`src/include/scan_status_pkg.sv`:
```
// constants, field layout and timing of the scan status relay bank
// assumes a 250 MHz system clock and a scan-end strobe from the sequencer
//
// Notes on behaviour
// - scan toggle bit inverts at every scan end, alternating per scan.
// - on-type first-scan pulse is high only in first scan after run entry.
// - off-type first-scan pulse is low in first run scan, high afterwards.
// - step process pulse is high only in first scan of an activated process.
// - free-running clock bits with 0.01 s and 0.02 s periods.
// - free-running clock bits with 0.1 s and 0.2 s periods.
// - free-running clock bits with 1 s, 2 s and 1 min periods.
// - run-mode status follows the mode selector: high in run, low in edit.
// - message-active bit is high while the message instruction executes.
// - forcing-active bit is high while any contact is being forced.
// - interrupt-enabled bit is high while external interrupts are enabled.
// - interrupt-error bit is set when an interrupt error is detected.
// - sample source bit is 0 for instruction sampling, 1 for timed sampling.
// - trace-end bit sets when sampling stops, clears when sampling starts.
// - stop-trigger bit is 1 while the stop trigger is active, else 0.

package scan_status_pkg;

  // register port
  localparam int ADDR_W = 2;
  localparam int DATA_W = 16;
  localparam logic [1:0] ADDR_TIMING = 2'h0;
  localparam logic [1:0] ADDR_MODE = 2'h1;
  localparam logic [1:0] ADDR_CTRL = 2'h2;

  // timing word bit positions
  localparam int B_ALWAYS_ON = 0;
  localparam int B_ALWAYS_OFF = 1;
  localparam int B_SCAN_TOGGLE = 2;
  localparam int B_FIRST_ON = 3;
  localparam int B_FIRST_OFF = 4;
  localparam int B_STEP_FIRST = 5;
  localparam int B_CLK_10MS = 8;
  localparam int B_CLK_20MS = 9;
  localparam int B_CLK_100MS = 10;
  localparam int B_CLK_200MS = 11;
  localparam int B_CLK_1S = 12;
  localparam int B_CLK_2S = 13;
  localparam int B_CLK_1MIN = 14;

  // mode and trace word bit positions
  localparam int B_RUN_MODE = 0;
  localparam int B_MSG_ACTIVE = 6;
  localparam int B_FORCING = 9;
  localparam int B_INT_EN = 10;
  localparam int B_INT_ERR = 11;
  localparam int B_SAMP_SRC = 12;
  localparam int B_TRACE_END = 13;
  localparam int B_STOP_TRIG = 14;
  localparam int B_SAMP_EN = 15;

  // control word bit positions
  localparam int B_CLR_INT_ERR = 0;

  // reset values
  localparam logic [15:0] WORD_RST = 16'h0000;
  localparam logic RELAY_ON = 1'b1;
  localparam logic RELAY_OFF = 1'b0;

  // time base
  localparam int CLK_MHZ = 250;
  localparam int TIME_BASE_US = 1000;
  localparam int TICK_CYCLES = TIME_BASE_US * CLK_MHZ;
  localparam int TICK_W = 18;
  localparam int HALF_W = 16;

  // clock pulse periods in milliseconds
  localparam int PER_10MS_MS = 10;
  localparam int PER_20MS_MS = 20;
  localparam int PER_100MS_MS = 100;
  localparam int PER_200MS_MS = 200;
  localparam int PER_1S_MS = 1000;
  localparam int PER_2S_MS = 2000;
  localparam int PER_1MIN_MS = 60000;
  localparam int US_PER_MS = 1000;

  // half period in time-base ticks
  function automatic int half_ticks(input int per_ms);
    half_ticks = (per_ms * US_PER_MS) / (TIME_BASE_US * 2);
  endfunction : half_ticks

  // run phase states
  typedef enum logic [1:0] {
    ST_EDIT = 2'b00,
    ST_FIRST = 2'b01,
    ST_RUN = 2'b10
  } run_state_t;

endpackage : scan_status_pkg

```
`src/verilog/clock_pulse_gen.sv`:
```
// one free-running square wave clocked by the time-base tick
// assumes tick is a one-cycle strobe on the same clock
`timescale 1ns/1ps
`default_nettype none

module clock_pulse_gen #(
  parameter int unsigned HALF_TICKS = 5
) (
  // clock and reset
  input wire logic clock,
  input wire logic rst_b,
  // time base
  input wire logic tick,
  // square wave
  output logic pulse
);

  localparam int HW = scan_status_pkg::HALF_W;

  typedef logic [HW-1:0] half_cnt_t;

  typedef struct packed {
    half_cnt_t cnt;
    logic level;
  } pulse_state_t;

  pulse_state_t s_q;
  pulse_state_t s_d;

  // toggle after each half period of ticks
  always_comb begin
    s_d = s_q;
    if (tick) begin
      if (s_q.cnt == half_cnt_t'(HALF_TICKS - 1)) begin
        s_d.cnt = '0;
        s_d.level = ~s_q.level;
      end else begin
        s_d.cnt = s_q.cnt + half_cnt_t'(1);
      end
    end
  end

  // state register
  always_ff @(posedge clock) begin
    if (!rst_b) begin
      s_q <= '0;
    end else begin
      s_q <= s_d;
    end
  end

  assign pulse = s_q.level;

endmodule : clock_pulse_gen

`default_nettype wire

```
`src/verilog/scan_status_relay_bank.sv`:
```
// read-only bank of system status relays for a scan-based controller
// assumes SCAN_END and status inputs come from logic on CLOCK;
// the mode selector arrives from a pin and is synchronised here
// the control word takes software clears; the relay words are read only
`timescale 1ns/1ps
`default_nettype none

module scan_status_relay_bank #(
  parameter int unsigned TICK_CYCLES = scan_status_pkg::TICK_CYCLES,
  parameter int unsigned HALF_10MS =
    scan_status_pkg::half_ticks(scan_status_pkg::PER_10MS_MS),
  parameter int unsigned HALF_20MS =
    scan_status_pkg::half_ticks(scan_status_pkg::PER_20MS_MS),
  parameter int unsigned HALF_100MS =
    scan_status_pkg::half_ticks(scan_status_pkg::PER_100MS_MS),
  parameter int unsigned HALF_200MS =
    scan_status_pkg::half_ticks(scan_status_pkg::PER_200MS_MS),
  parameter int unsigned HALF_1S =
    scan_status_pkg::half_ticks(scan_status_pkg::PER_1S_MS),
  parameter int unsigned HALF_2S =
    scan_status_pkg::half_ticks(scan_status_pkg::PER_2S_MS),
  parameter int unsigned HALF_1MIN =
    scan_status_pkg::half_ticks(scan_status_pkg::PER_1MIN_MS)
) (
  // clock and reset
  input wire logic CLOCK,
  input wire logic RST_B,
  // register port
  input wire logic [scan_status_pkg::ADDR_W-1:0] ADDR,
  input wire logic [scan_status_pkg::DATA_W-1:0] WDATA,
  input wire logic WR,
  input wire logic RD,
  output logic [scan_status_pkg::DATA_W-1:0] RDATA,
  // scan sequencer
  input wire logic SCAN_END,
  input wire logic STEP_ACTIVATE,
  // mode selector pin, high in run position
  input wire logic MODE_RUN_PIN,
  // instruction and debug status
  input wire logic MSG_EXECUTING,
  input wire logic FORCING,
  input wire logic INT_ENABLED,
  input wire logic INT_ERROR_EVENT,
  // sample trace
  input wire logic SAMPLE_BY_TIME,
  input wire logic SAMPLE_START,
  input wire logic SAMPLE_STOP,
  input wire logic STOP_TRIGGER,
  // relay words seen by the user program
  output logic [scan_status_pkg::DATA_W-1:0] TIMING_WORD,
  output logic [scan_status_pkg::DATA_W-1:0] MODE_WORD
);

  // short names for the package widths
  localparam int TW = scan_status_pkg::TICK_W;
  localparam int DW = scan_status_pkg::DATA_W;

  // field types of the bank state
  typedef logic [TW-1:0] tick_cnt_t;
  typedef logic [DW-1:0] word_t;

  typedef struct packed {
    // mode selector synchroniser
    logic run_meta;
    logic run_sync;
    // scan-driven state
    scan_status_pkg::run_state_t run_st;
    logic toggle;
    logic step_first;
    // sticky and trace flags
    logic int_err;
    logic trace_end;
    logic samp_en;
    // shared time base
    tick_cnt_t tick_cnt;
    logic tick;
    // registered outputs
    word_t rdata;
    word_t timing_word;
    word_t mode_word;
  } bank_state_t;

  // current and next state of the bank
  bank_state_t s_q;
  bank_state_t s_d;

  // clock pulse bits from the dividers
  logic clk_10ms;
  logic clk_20ms;
  logic clk_100ms;
  logic clk_200ms;
  logic clk_1s;
  logic clk_2s;
  logic clk_1min;

  // software write to the control word
  // the relay words are read only, so writes to them fall away
  logic ctrl_wr;
  logic clr_int_err;

  assign ctrl_wr = WR && (ADDR == scan_status_pkg::ADDR_CTRL);
  assign clr_int_err = ctrl_wr && WDATA[scan_status_pkg::B_CLR_INT_ERR];

  // free-running clock pulse generators on the shared time base
  // 10 ms bit
  clock_pulse_gen #(
    .HALF_TICKS(HALF_10MS)
  ) u_clk_10ms (
    .clock(CLOCK),
    .rst_b(RST_B),
    .tick(s_q.tick),
    .pulse(clk_10ms)
  );

  // 20 ms bit
  clock_pulse_gen #(
    .HALF_TICKS(HALF_20MS)
  ) u_clk_20ms (
    .clock(CLOCK),
    .rst_b(RST_B),
    .tick(s_q.tick),
    .pulse(clk_20ms)
  );

  // 100 ms bit
  clock_pulse_gen #(
    .HALF_TICKS(HALF_100MS)
  ) u_clk_100ms (
    .clock(CLOCK),
    .rst_b(RST_B),
    .tick(s_q.tick),
    .pulse(clk_100ms)
  );

  // 200 ms bit
  clock_pulse_gen #(
    .HALF_TICKS(HALF_200MS)
  ) u_clk_200ms (
    .clock(CLOCK),
    .rst_b(RST_B),
    .tick(s_q.tick),
    .pulse(clk_200ms)
  );

  // 1 s bit
  clock_pulse_gen #(
    .HALF_TICKS(HALF_1S)
  ) u_clk_1s (
    .clock(CLOCK),
    .rst_b(RST_B),
    .tick(s_q.tick),
    .pulse(clk_1s)
  );

  // 2 s bit
  clock_pulse_gen #(
    .HALF_TICKS(HALF_2S)
  ) u_clk_2s (
    .clock(CLOCK),
    .rst_b(RST_B),
    .tick(s_q.tick),
    .pulse(clk_2s)
  );

  // 1 min bit
  clock_pulse_gen #(
    .HALF_TICKS(HALF_1MIN)
  ) u_clk_1min (
    .clock(CLOCK),
    .rst_b(RST_B),
    .tick(s_q.tick),
    .pulse(clk_1min)
  );

  // next state of the whole bank
  always_comb begin
    s_d = s_q;

    // two-stage synchroniser for the mode selector pin
    // only run_sync is read; run_meta may be caught mid-change
    s_d.run_meta = MODE_RUN_PIN;
    s_d.run_sync = s_q.run_meta;

    // time-base tick, one cycle every TICK_CYCLES clocks
    // one shared counter keeps every clock bit in step
    s_d.tick = 1'b0;
    if (s_q.tick_cnt == tick_cnt_t'(TICK_CYCLES - 1)) begin
      s_d.tick_cnt = '0;
      s_d.tick = 1'b1;
    end else begin
      s_d.tick_cnt = s_q.tick_cnt + tick_cnt_t'(1);
    end

    // scan toggle inverts at each scan end
    // SCAN_END is a one-cycle strobe from the scan sequencer
    if (SCAN_END) begin
      s_d.toggle = ~s_q.toggle;
    end

    // run phase: first scan after run entry, then running
    // the selector leaving run drops back to edit from any state
    case (s_q.run_st)
      // program edit: both first-scan pulse bits low
      scan_status_pkg::ST_EDIT: begin
        if (s_q.run_sync) begin
          s_d.run_st = scan_status_pkg::ST_FIRST;
        end
      end
      // first run scan: on pulse high until the scan ends
      scan_status_pkg::ST_FIRST: begin
        if (!s_q.run_sync) begin
          s_d.run_st = scan_status_pkg::ST_EDIT;
        end else if (SCAN_END) begin
          s_d.run_st = scan_status_pkg::ST_RUN;
        end
      end
      // later run scans: off pulse high while the selector stays in run
      scan_status_pkg::ST_RUN: begin
        if (!s_q.run_sync) begin
          s_d.run_st = scan_status_pkg::ST_EDIT;
        end
      end
      // unused code falls back to edit
      default: begin
        s_d.run_st = scan_status_pkg::ST_EDIT;
      end
    endcase

    // step process pulse lasts to the end of the activating scan
    // STEP_ACTIVATE wins a tie so the pulse spans one whole scan
    if (STEP_ACTIVATE) begin
      s_d.step_first = 1'b1;
    end else if (SCAN_END) begin
      s_d.step_first = 1'b0;
    end

    // interrupt error is sticky; a new error beats a software clear
    // software clears it by writing one to bit0 of the control word
    if (INT_ERROR_EVENT) begin
      s_d.int_err = 1'b1;
    end else if (clr_int_err) begin
      s_d.int_err = 1'b0;
    end

    // trace end and enable move only on the sampling strobes
    // trace end: stop sets, start clears, stop wins on a tie
    if (SAMPLE_STOP) begin
      s_d.trace_end = 1'b1;
    end else if (SAMPLE_START) begin
      s_d.trace_end = 1'b0;
    end

    // sampling enable: start sets, stop clears, stop wins on a tie
    if (SAMPLE_STOP) begin
      s_d.samp_en = 1'b0;
    end else if (SAMPLE_START) begin
      s_d.samp_en = 1'b1;
    end

    // timing relay word, unused bits read as zero
    s_d.timing_word = scan_status_pkg::WORD_RST;

    // fixed relays, independent of mode and scan
    s_d.timing_word[scan_status_pkg::B_ALWAYS_ON] =
      scan_status_pkg::RELAY_ON;
    s_d.timing_word[scan_status_pkg::B_ALWAYS_OFF] =
      scan_status_pkg::RELAY_OFF;

    // scan-driven relays
    s_d.timing_word[scan_status_pkg::B_SCAN_TOGGLE] = s_q.toggle;
    s_d.timing_word[scan_status_pkg::B_FIRST_ON] =
      (s_q.run_st == scan_status_pkg::ST_FIRST);
    s_d.timing_word[scan_status_pkg::B_FIRST_OFF] =
      (s_q.run_st == scan_status_pkg::ST_RUN);
    s_d.timing_word[scan_status_pkg::B_STEP_FIRST] = s_q.step_first;

    // free-running clock relays, unaffected by mode
    s_d.timing_word[scan_status_pkg::B_CLK_10MS] = clk_10ms;
    s_d.timing_word[scan_status_pkg::B_CLK_20MS] = clk_20ms;
    s_d.timing_word[scan_status_pkg::B_CLK_100MS] = clk_100ms;
    s_d.timing_word[scan_status_pkg::B_CLK_200MS] = clk_200ms;
    s_d.timing_word[scan_status_pkg::B_CLK_1S] = clk_1s;
    s_d.timing_word[scan_status_pkg::B_CLK_2S] = clk_2s;
    s_d.timing_word[scan_status_pkg::B_CLK_1MIN] = clk_1min;

    // mode and trace relay word, unused bits read as zero
    s_d.mode_word = scan_status_pkg::WORD_RST;

    // synchronised mode selector
    s_d.mode_word[scan_status_pkg::B_RUN_MODE] = s_q.run_sync;

    // instruction and debug levels, one cycle behind their inputs
    s_d.mode_word[scan_status_pkg::B_MSG_ACTIVE] = MSG_EXECUTING;
    s_d.mode_word[scan_status_pkg::B_FORCING] = FORCING;
    s_d.mode_word[scan_status_pkg::B_INT_EN] = INT_ENABLED;

    // sticky interrupt error
    s_d.mode_word[scan_status_pkg::B_INT_ERR] = s_q.int_err;

    // sample trace status
    s_d.mode_word[scan_status_pkg::B_SAMP_SRC] = SAMPLE_BY_TIME;
    s_d.mode_word[scan_status_pkg::B_TRACE_END] = s_q.trace_end;
    s_d.mode_word[scan_status_pkg::B_STOP_TRIG] = STOP_TRIGGER;
    s_d.mode_word[scan_status_pkg::B_SAMP_EN] = s_q.samp_en;

    // read data, valid only the cycle after a read strobe
    // no wait states: the answer always comes on the next edge
    s_d.rdata = scan_status_pkg::WORD_RST;
    if (RD) begin
      case (ADDR)
        scan_status_pkg::ADDR_TIMING: begin
          s_d.rdata = s_q.timing_word;
        end
        scan_status_pkg::ADDR_MODE: begin
          s_d.rdata = s_q.mode_word;
        end
        default: begin
          s_d.rdata = scan_status_pkg::WORD_RST; // control and unmapped
        end
      endcase
    end
  end

  // state register; synchronous reset clears every field
  always_ff @(posedge CLOCK) begin
    if (!RST_B) begin
      s_q <= '0;
    end else begin
      s_q <= s_d;
    end
  end

  // outputs straight from flip-flops; read data stands one cycle
  assign RDATA = s_q.rdata;

  // relay words, one cycle behind their sources
  assign TIMING_WORD = s_q.timing_word;
  assign MODE_WORD = s_q.mode_word;

endmodule : scan_status_relay_bank

`default_nettype wire

```
`config.mk`:
```
export PLATFORM = sky130hd
export DESIGN_NAME = scan_status_relay_bank
export DESIGN_NICKNAME = d
export VERILOG_FILES = /design/src/include/scan_status_pkg.sv /design/src/verilog/clock_pulse_gen.sv /design/src/verilog/scan_status_relay_bank.sv
export SDC_FILE = /design/constraint.sdc
export NUM_CORES = 1
export LEC_CHECK = 0
export ABC_AREA = 0
export BUFFER_PORTS_ARGS = -buffer_cell sky130_fd_sc_hd__buf_2
export CAP_MARGIN = 20
export CORE_MARGIN = 8
export CORE_UTILIZATION = 30
export DETAILED_ROUTE_END_ITERATION = 6
export GPL_ROUTABILITY_DRIVEN = 0
export MAX_ROUTING_LAYER = met4
export PLACE_DENSITY_LB_ADDON = 0.2
export SYNTH_ARGS = -nofsm -noshare
export SYNTH_HDL_FRONTEND = slang
export SYNTH_SLANG_ARGS = --single-unit
export TNS_END_PERCENT = 30
```
`constraint.sdc`:
```
create_clock -name CLOCK -period 3.1 [get_ports CLOCK]
set_input_delay 0.155 -clock CLOCK [delete_from_list [all_inputs] [get_ports CLOCK]]
set_output_delay 0.155 -clock CLOCK [all_outputs]
set_load 0.1 [all_outputs]
```
# == After elaboration in Yosys (flattened, before gate mapping) ==
# Cells that the tools add are included.
# totals
reg_bits,195
in_bits,33
output_inout_bits,48
# op_classes
add_sub_neg,8
n_eq_ne,15
mux,21
bitwise_logic,9
n_reduce_logical,18
# ops
cell,count
"16-bit by 1-bit adder with 16-bit output, second input constant",7
16-bit 2-to-1 mux,7
16-bit one-hot mux with 2 select lines,1
"18-bit by 1-bit adder with 18-bit output, second input constant",1
"18-bit equality test, second input constant",1
17-bit 2-to-1 mux,1
"16-bit by 10-bit equality test with 1-bit output, second input constant",1
"16-bit by 15-bit equality test with 1-bit output, second input constant",1
"16-bit by 3-bit equality test with 1-bit output, second input constant",1
"16-bit by 4-bit equality test with 1-bit output, second input constant",1
"16-bit by 6-bit equality test with 1-bit output, second input constant",1
"16-bit by 7-bit equality test with 1-bit output, second input constant",1
"16-bit by 9-bit equality test with 1-bit output, second input constant",1
2-bit AND reduction,8
1-bit inverter,9
2-bit 2-to-1 mux,4
1-bit 2-to-1 mux,7
2-bit one-hot mux with 3 select lines,1
2-bit nonzero test,3
"2-bit by 1-bit equality test with 1-bit output, second input constant",2
"2-bit equality test, second input constant",2
2-bit zero test,2
"2-bit != test, second input constant",2
2-bit OR reduction,2
3 further kinds,4

# == Logic depth before layout (Yosys ltp) ==
# logic_depth
ltp_word,5
ltp_mapped,7
ltp_nobuf,6

# == By module ==
# Synthesis repeated with hierarchy kept, for this count alone.
# hier_totals
hier_cells,873
area_unflattened_um2,8056.5
# by_module_without_submodules
module,instances,cells_each,area_per_inst_um2,seq_area_each_um2
scan_status_relay_bank,1,259,2507.4,1261.2
clock_pulse_gen at u_clk_100ms,1,90,848.3,340.3
clock_pulse_gen at u_clk_10ms,1,89,797.0,340.3
clock_pulse_gen at u_clk_1min,1,86,795.8,340.3
clock_pulse_gen at u_clk_20ms,1,88,789.5,340.3
clock_pulse_gen at u_clk_200ms,1,88,783.3,340.3
clock_pulse_gen at u_clk_2s,1,88,772.0,340.3
clock_pulse_gen at u_clk_1s,1,85,763.2,340.3

# == Worst setup path after synthesis ==
# Ideal clock, no wire load.
# synth_path
path_kind,register to register
from,register u_clk_1min.s_q[7] in the netlist's numbering
to,register u_clk_1min.s_q[13] in the netlist's numbering
setup_ps,115
t_arrival_ps,1656
setup_slack_ps,1329
path_stages_with_launch,6
path_buffers,1
cell_sequence,dfxtp_1 > or4_1 > or4_4 > nand2_4 > buf_8 > nor2_1
# synth_between
elab_chain_cells,2
# synth_lines
element,line,text
start: declaration,clock_pulse_gen.sv:27,pulse_state_t s_q;
start signal: assignment,clock_pulse_gen.sv:46,s_q <= '0;
start signal: assignment,clock_pulse_gen.sv:48,s_q <= s_d;
16-bit by 1-bit adder with 16-bit output or 16-bit by 15-bit equality test with 1-bit output (tied branches),"clock_pulse_gen.sv:38, clock_pulse_gen.sv:34",
16-bit 2-to-1 mux (*),clock_pulse_gen.sv:34,if (s_q.cnt == half_cnt_t'(HALF_TICKS - 1)) begin
# Every way passes the cells marked *; elsewhere a longest branch is shown, timed or not.
# A chain may end at the register's enable or synchronous reset.

# == Worst setup path after layout ==
# layout_path
from,register u_clk_2s.s_q[1] in the netlist's numbering
to,register u_clk_2s.s_q[3] in the netlist's numbering
# layout_between
elab_chain_cells,2
# layout_lines
element,line
start: declaration,clock_pulse_gen.sv:27
start signal: assignment,clock_pulse_gen.sv:46
start signal: assignment,clock_pulse_gen.sv:48
16-bit by 1-bit adder with 16-bit output or 16-bit by 10-bit equality test with 1-bit output (tied branches),"clock_pulse_gen.sv:38, clock_pulse_gen.sv:34"
16-bit 2-to-1 mux (*),clock_pulse_gen.sv:34
# Marks and branches as above.

==> metrics.txt <==
final antenna-violating net count 0; First-pass DRT Iterations 4; DR vias 5665; largest net degree at the start of global routing 34; max-slew violations 0; Worst setup EP type flop; syn avg cell area 8.98 um^2; die area 31800 um^2; Peak VDD IR 0.377 mV; Starting Density 30.4%; first-pass GRT wire length 25700 um; initial antenna violation count 0; vias in the first global route 5474; power per cell area 529 nW/um^2; fin cells 1259; Final min period 2110 ps; Detailed Place HPWL 9950 um; Min-Delay Path Class in -> reg; CTS resizes 0; sequential fraction of the synthesis area 46.2%; critical path cell sequence ha_1 > nand3_1 > or2_2 > o21ai_1 > buf_4 > nor2_1; Post-CTS Repair Setup Buffers 0; CTS Hold Bufs 11; synth unique cells 47; Hold Vio Cnt, Final 0; most common cell after layout, fill and taps aside dfxtp_1; CP Class reg -> reg; num ports 81; pre-CTS WS 952 ps; DR DRC count 0; gr usage total 9.95%; Fillers 2645; asr flop ratio synth 0%; IO buf count 52; TNS Setup 0 ps; die width 178 um; clock skew 9.73 ps; Root Driver clkbuf_16; Die Span Y 178 um; Core Rows 59; critical path peak fanout 9; RSZ-0062 raised after global routing no; worst slew pin tran 683 ps; Setup-failing EPs final 0; Synth Register Bits 182; Vias/cell 4.50; Avg WL per Cell 11.7 um; post-layout util 34.3%; CTS Sinks 182; Worst-path clk slew 70 ps; CP peak stage delay 470 ps; most frequent cells in the layout dfxtp_1, nor2_1, xnor2_1, buf_2, nand4_1; CTS tree built; core area 26000 um^2; CP max-delay cell o21ai_1; Final Cycle Share 68.1%; Worst slew margin 54.0%; Worst Setup Slack, final 987 ps; CTS max path bufs 2; Layout Nets 955; CTS buffer count 17; cell area after synthesis 7890 um^2; Max Cap Viol 0; Required @ worst endpoint 3410 ps; Max Fclk 473 MHz; Lkg Pwr 3.09 nW; overflow left after global routing 0; clk_lat worst skew 430 ps; Synthesis Warnings 0; leading area contributor after synthesis dfxtp_1; Post-Route WL 14800 um; CTS H-tree lvls 4; drt initial violations 255; Worst Path Arrival 2430 ps; antenna cell count 0; area grow syn2layout 12.8%; ys flop type dfxtp_1; layout cells sized above 1 11.1%; cells after synthesis 879; top cells by area, synth dfxtp_1, xnor2_1, nor2_1; CP startpoint kind flop; number of flops mapped to enable cells by yosys 0; Synth top area share 46.2%; status complete, no violations; cell count after placement 1216
-- where the power goes --
part	internal (mW)	switching (mW)	leakage, nW
Sequential	2.36	0.0102	1.47
Clock	1.20	0.904	0.276
Combinational	0.0423	0.197	1.35
Total	3.60	1.11	3.09
-- metrics by stage --
stage | power (mW) | hold slack, ps | instance area (um^2)
3_3_place_gp | 2.65 | 344 | 8210
4_1_cts | 4.78 | 31.3 | 8900
6_report | 4.71 | 43.1 | 8900
5_1_grt | 4.90 | 82.5 | 8900
3_5_place_dp | 2.65 | 344 | 8210
2_1_floorplan | 2.64 | 183 | 7940
-- state kept, by name, summed over array words and instances (netlist names), 9 cells and up --
name / cells
MODE_WORD: 9
RDATA: 14
TIMING_WORD: 12
s_q: 21
u_clk_100ms.s_q: 16
u_clk_10ms.s_q: 16
u_clk_1min.s_q: 16
u_clk_1s.s_q: 16
u_clk_200ms.s_q: 16
u_clk_20ms.s_q: 16
u_clk_2s.s_q: 16
-- layer usage --
layer	global-route usage [%]	up-vias	routed length, um
met5	-	-	0
met4	3.10	0	155
met3	2.62	7	874
met2	14.8	89	6120
met1	13.0	2546	7630
li1	-	3023	-
-- kinds of logic after synthesis --
| kind of cell | synth area share [%] |
|---|---|
| simple gates | 28.2 |
| flops | 46.2 |
| xor+xnor | 13.3 |
| buf+inv | 6.86 |
| compound gates | 2.04 |
| mux | 1.66 |
| fa+ha+maj | 1.74 |
| other cells | 0.0475 |
-- path summary, 6_finish.rpt --
kind / startpoint / end / slack [ps] / cells after the start
min: SAMPLE_START / s_d[13] / 40 / 4
min reg2reg: s_d[74] / s_d[0] / 430 / 1
max reg2reg: u_clk_2s.s_q[1] / u_clk_2s.s_q[3] / 990 / 6
max: u_clk_2s.s_q[1] / u_clk_2s.s_q[3] / 990 / 6
-- layout make-up --
class                   count  area [um^2]  area share (%)
multi-input cells         618         3750            42.2
flip-flops and latches    182         3640            40.9
clock buffers              23          488            5.48
repair buffers             70          423            4.75
well taps                 335          419            4.71
clock inverters             9         92.6            1.04
inverters                  22         82.6           0.928
-- cell usage after synthesis, types with 2 or more instances --
cell type  number
or3_1           4
nor3_1         24
dfxtp_1       182
nor2_1        162
o21ai_0         5
nand3_1        31
a21oi_1        10
a211oi_1        3
buf_1           2
xnor2_1        86
clkbuf_1       11
nand2_1        47
nand4b_1        3
or2_2           3
buf_4          48
inv_1          22
nor4b_1         8
o31ai_1         2
and2_1         26
xor2_1         34
ha_1           11
and4_1          5
nor4_1         47
or4_1           3
and3_1          8
nand4_1        51
nor2_2          2
buf_2           7
nor4bb_1        3
mux2i_1        12
-- worst max-delay path: cells and delay by family, from the launching register on --
kind	cells	cell delay (ps)
simple gates	3	610
compound gates	1	470
flops	1	420
buf+inv	1	270
fa+ha+maj	1	240
(Power assumes the default switching activity.)
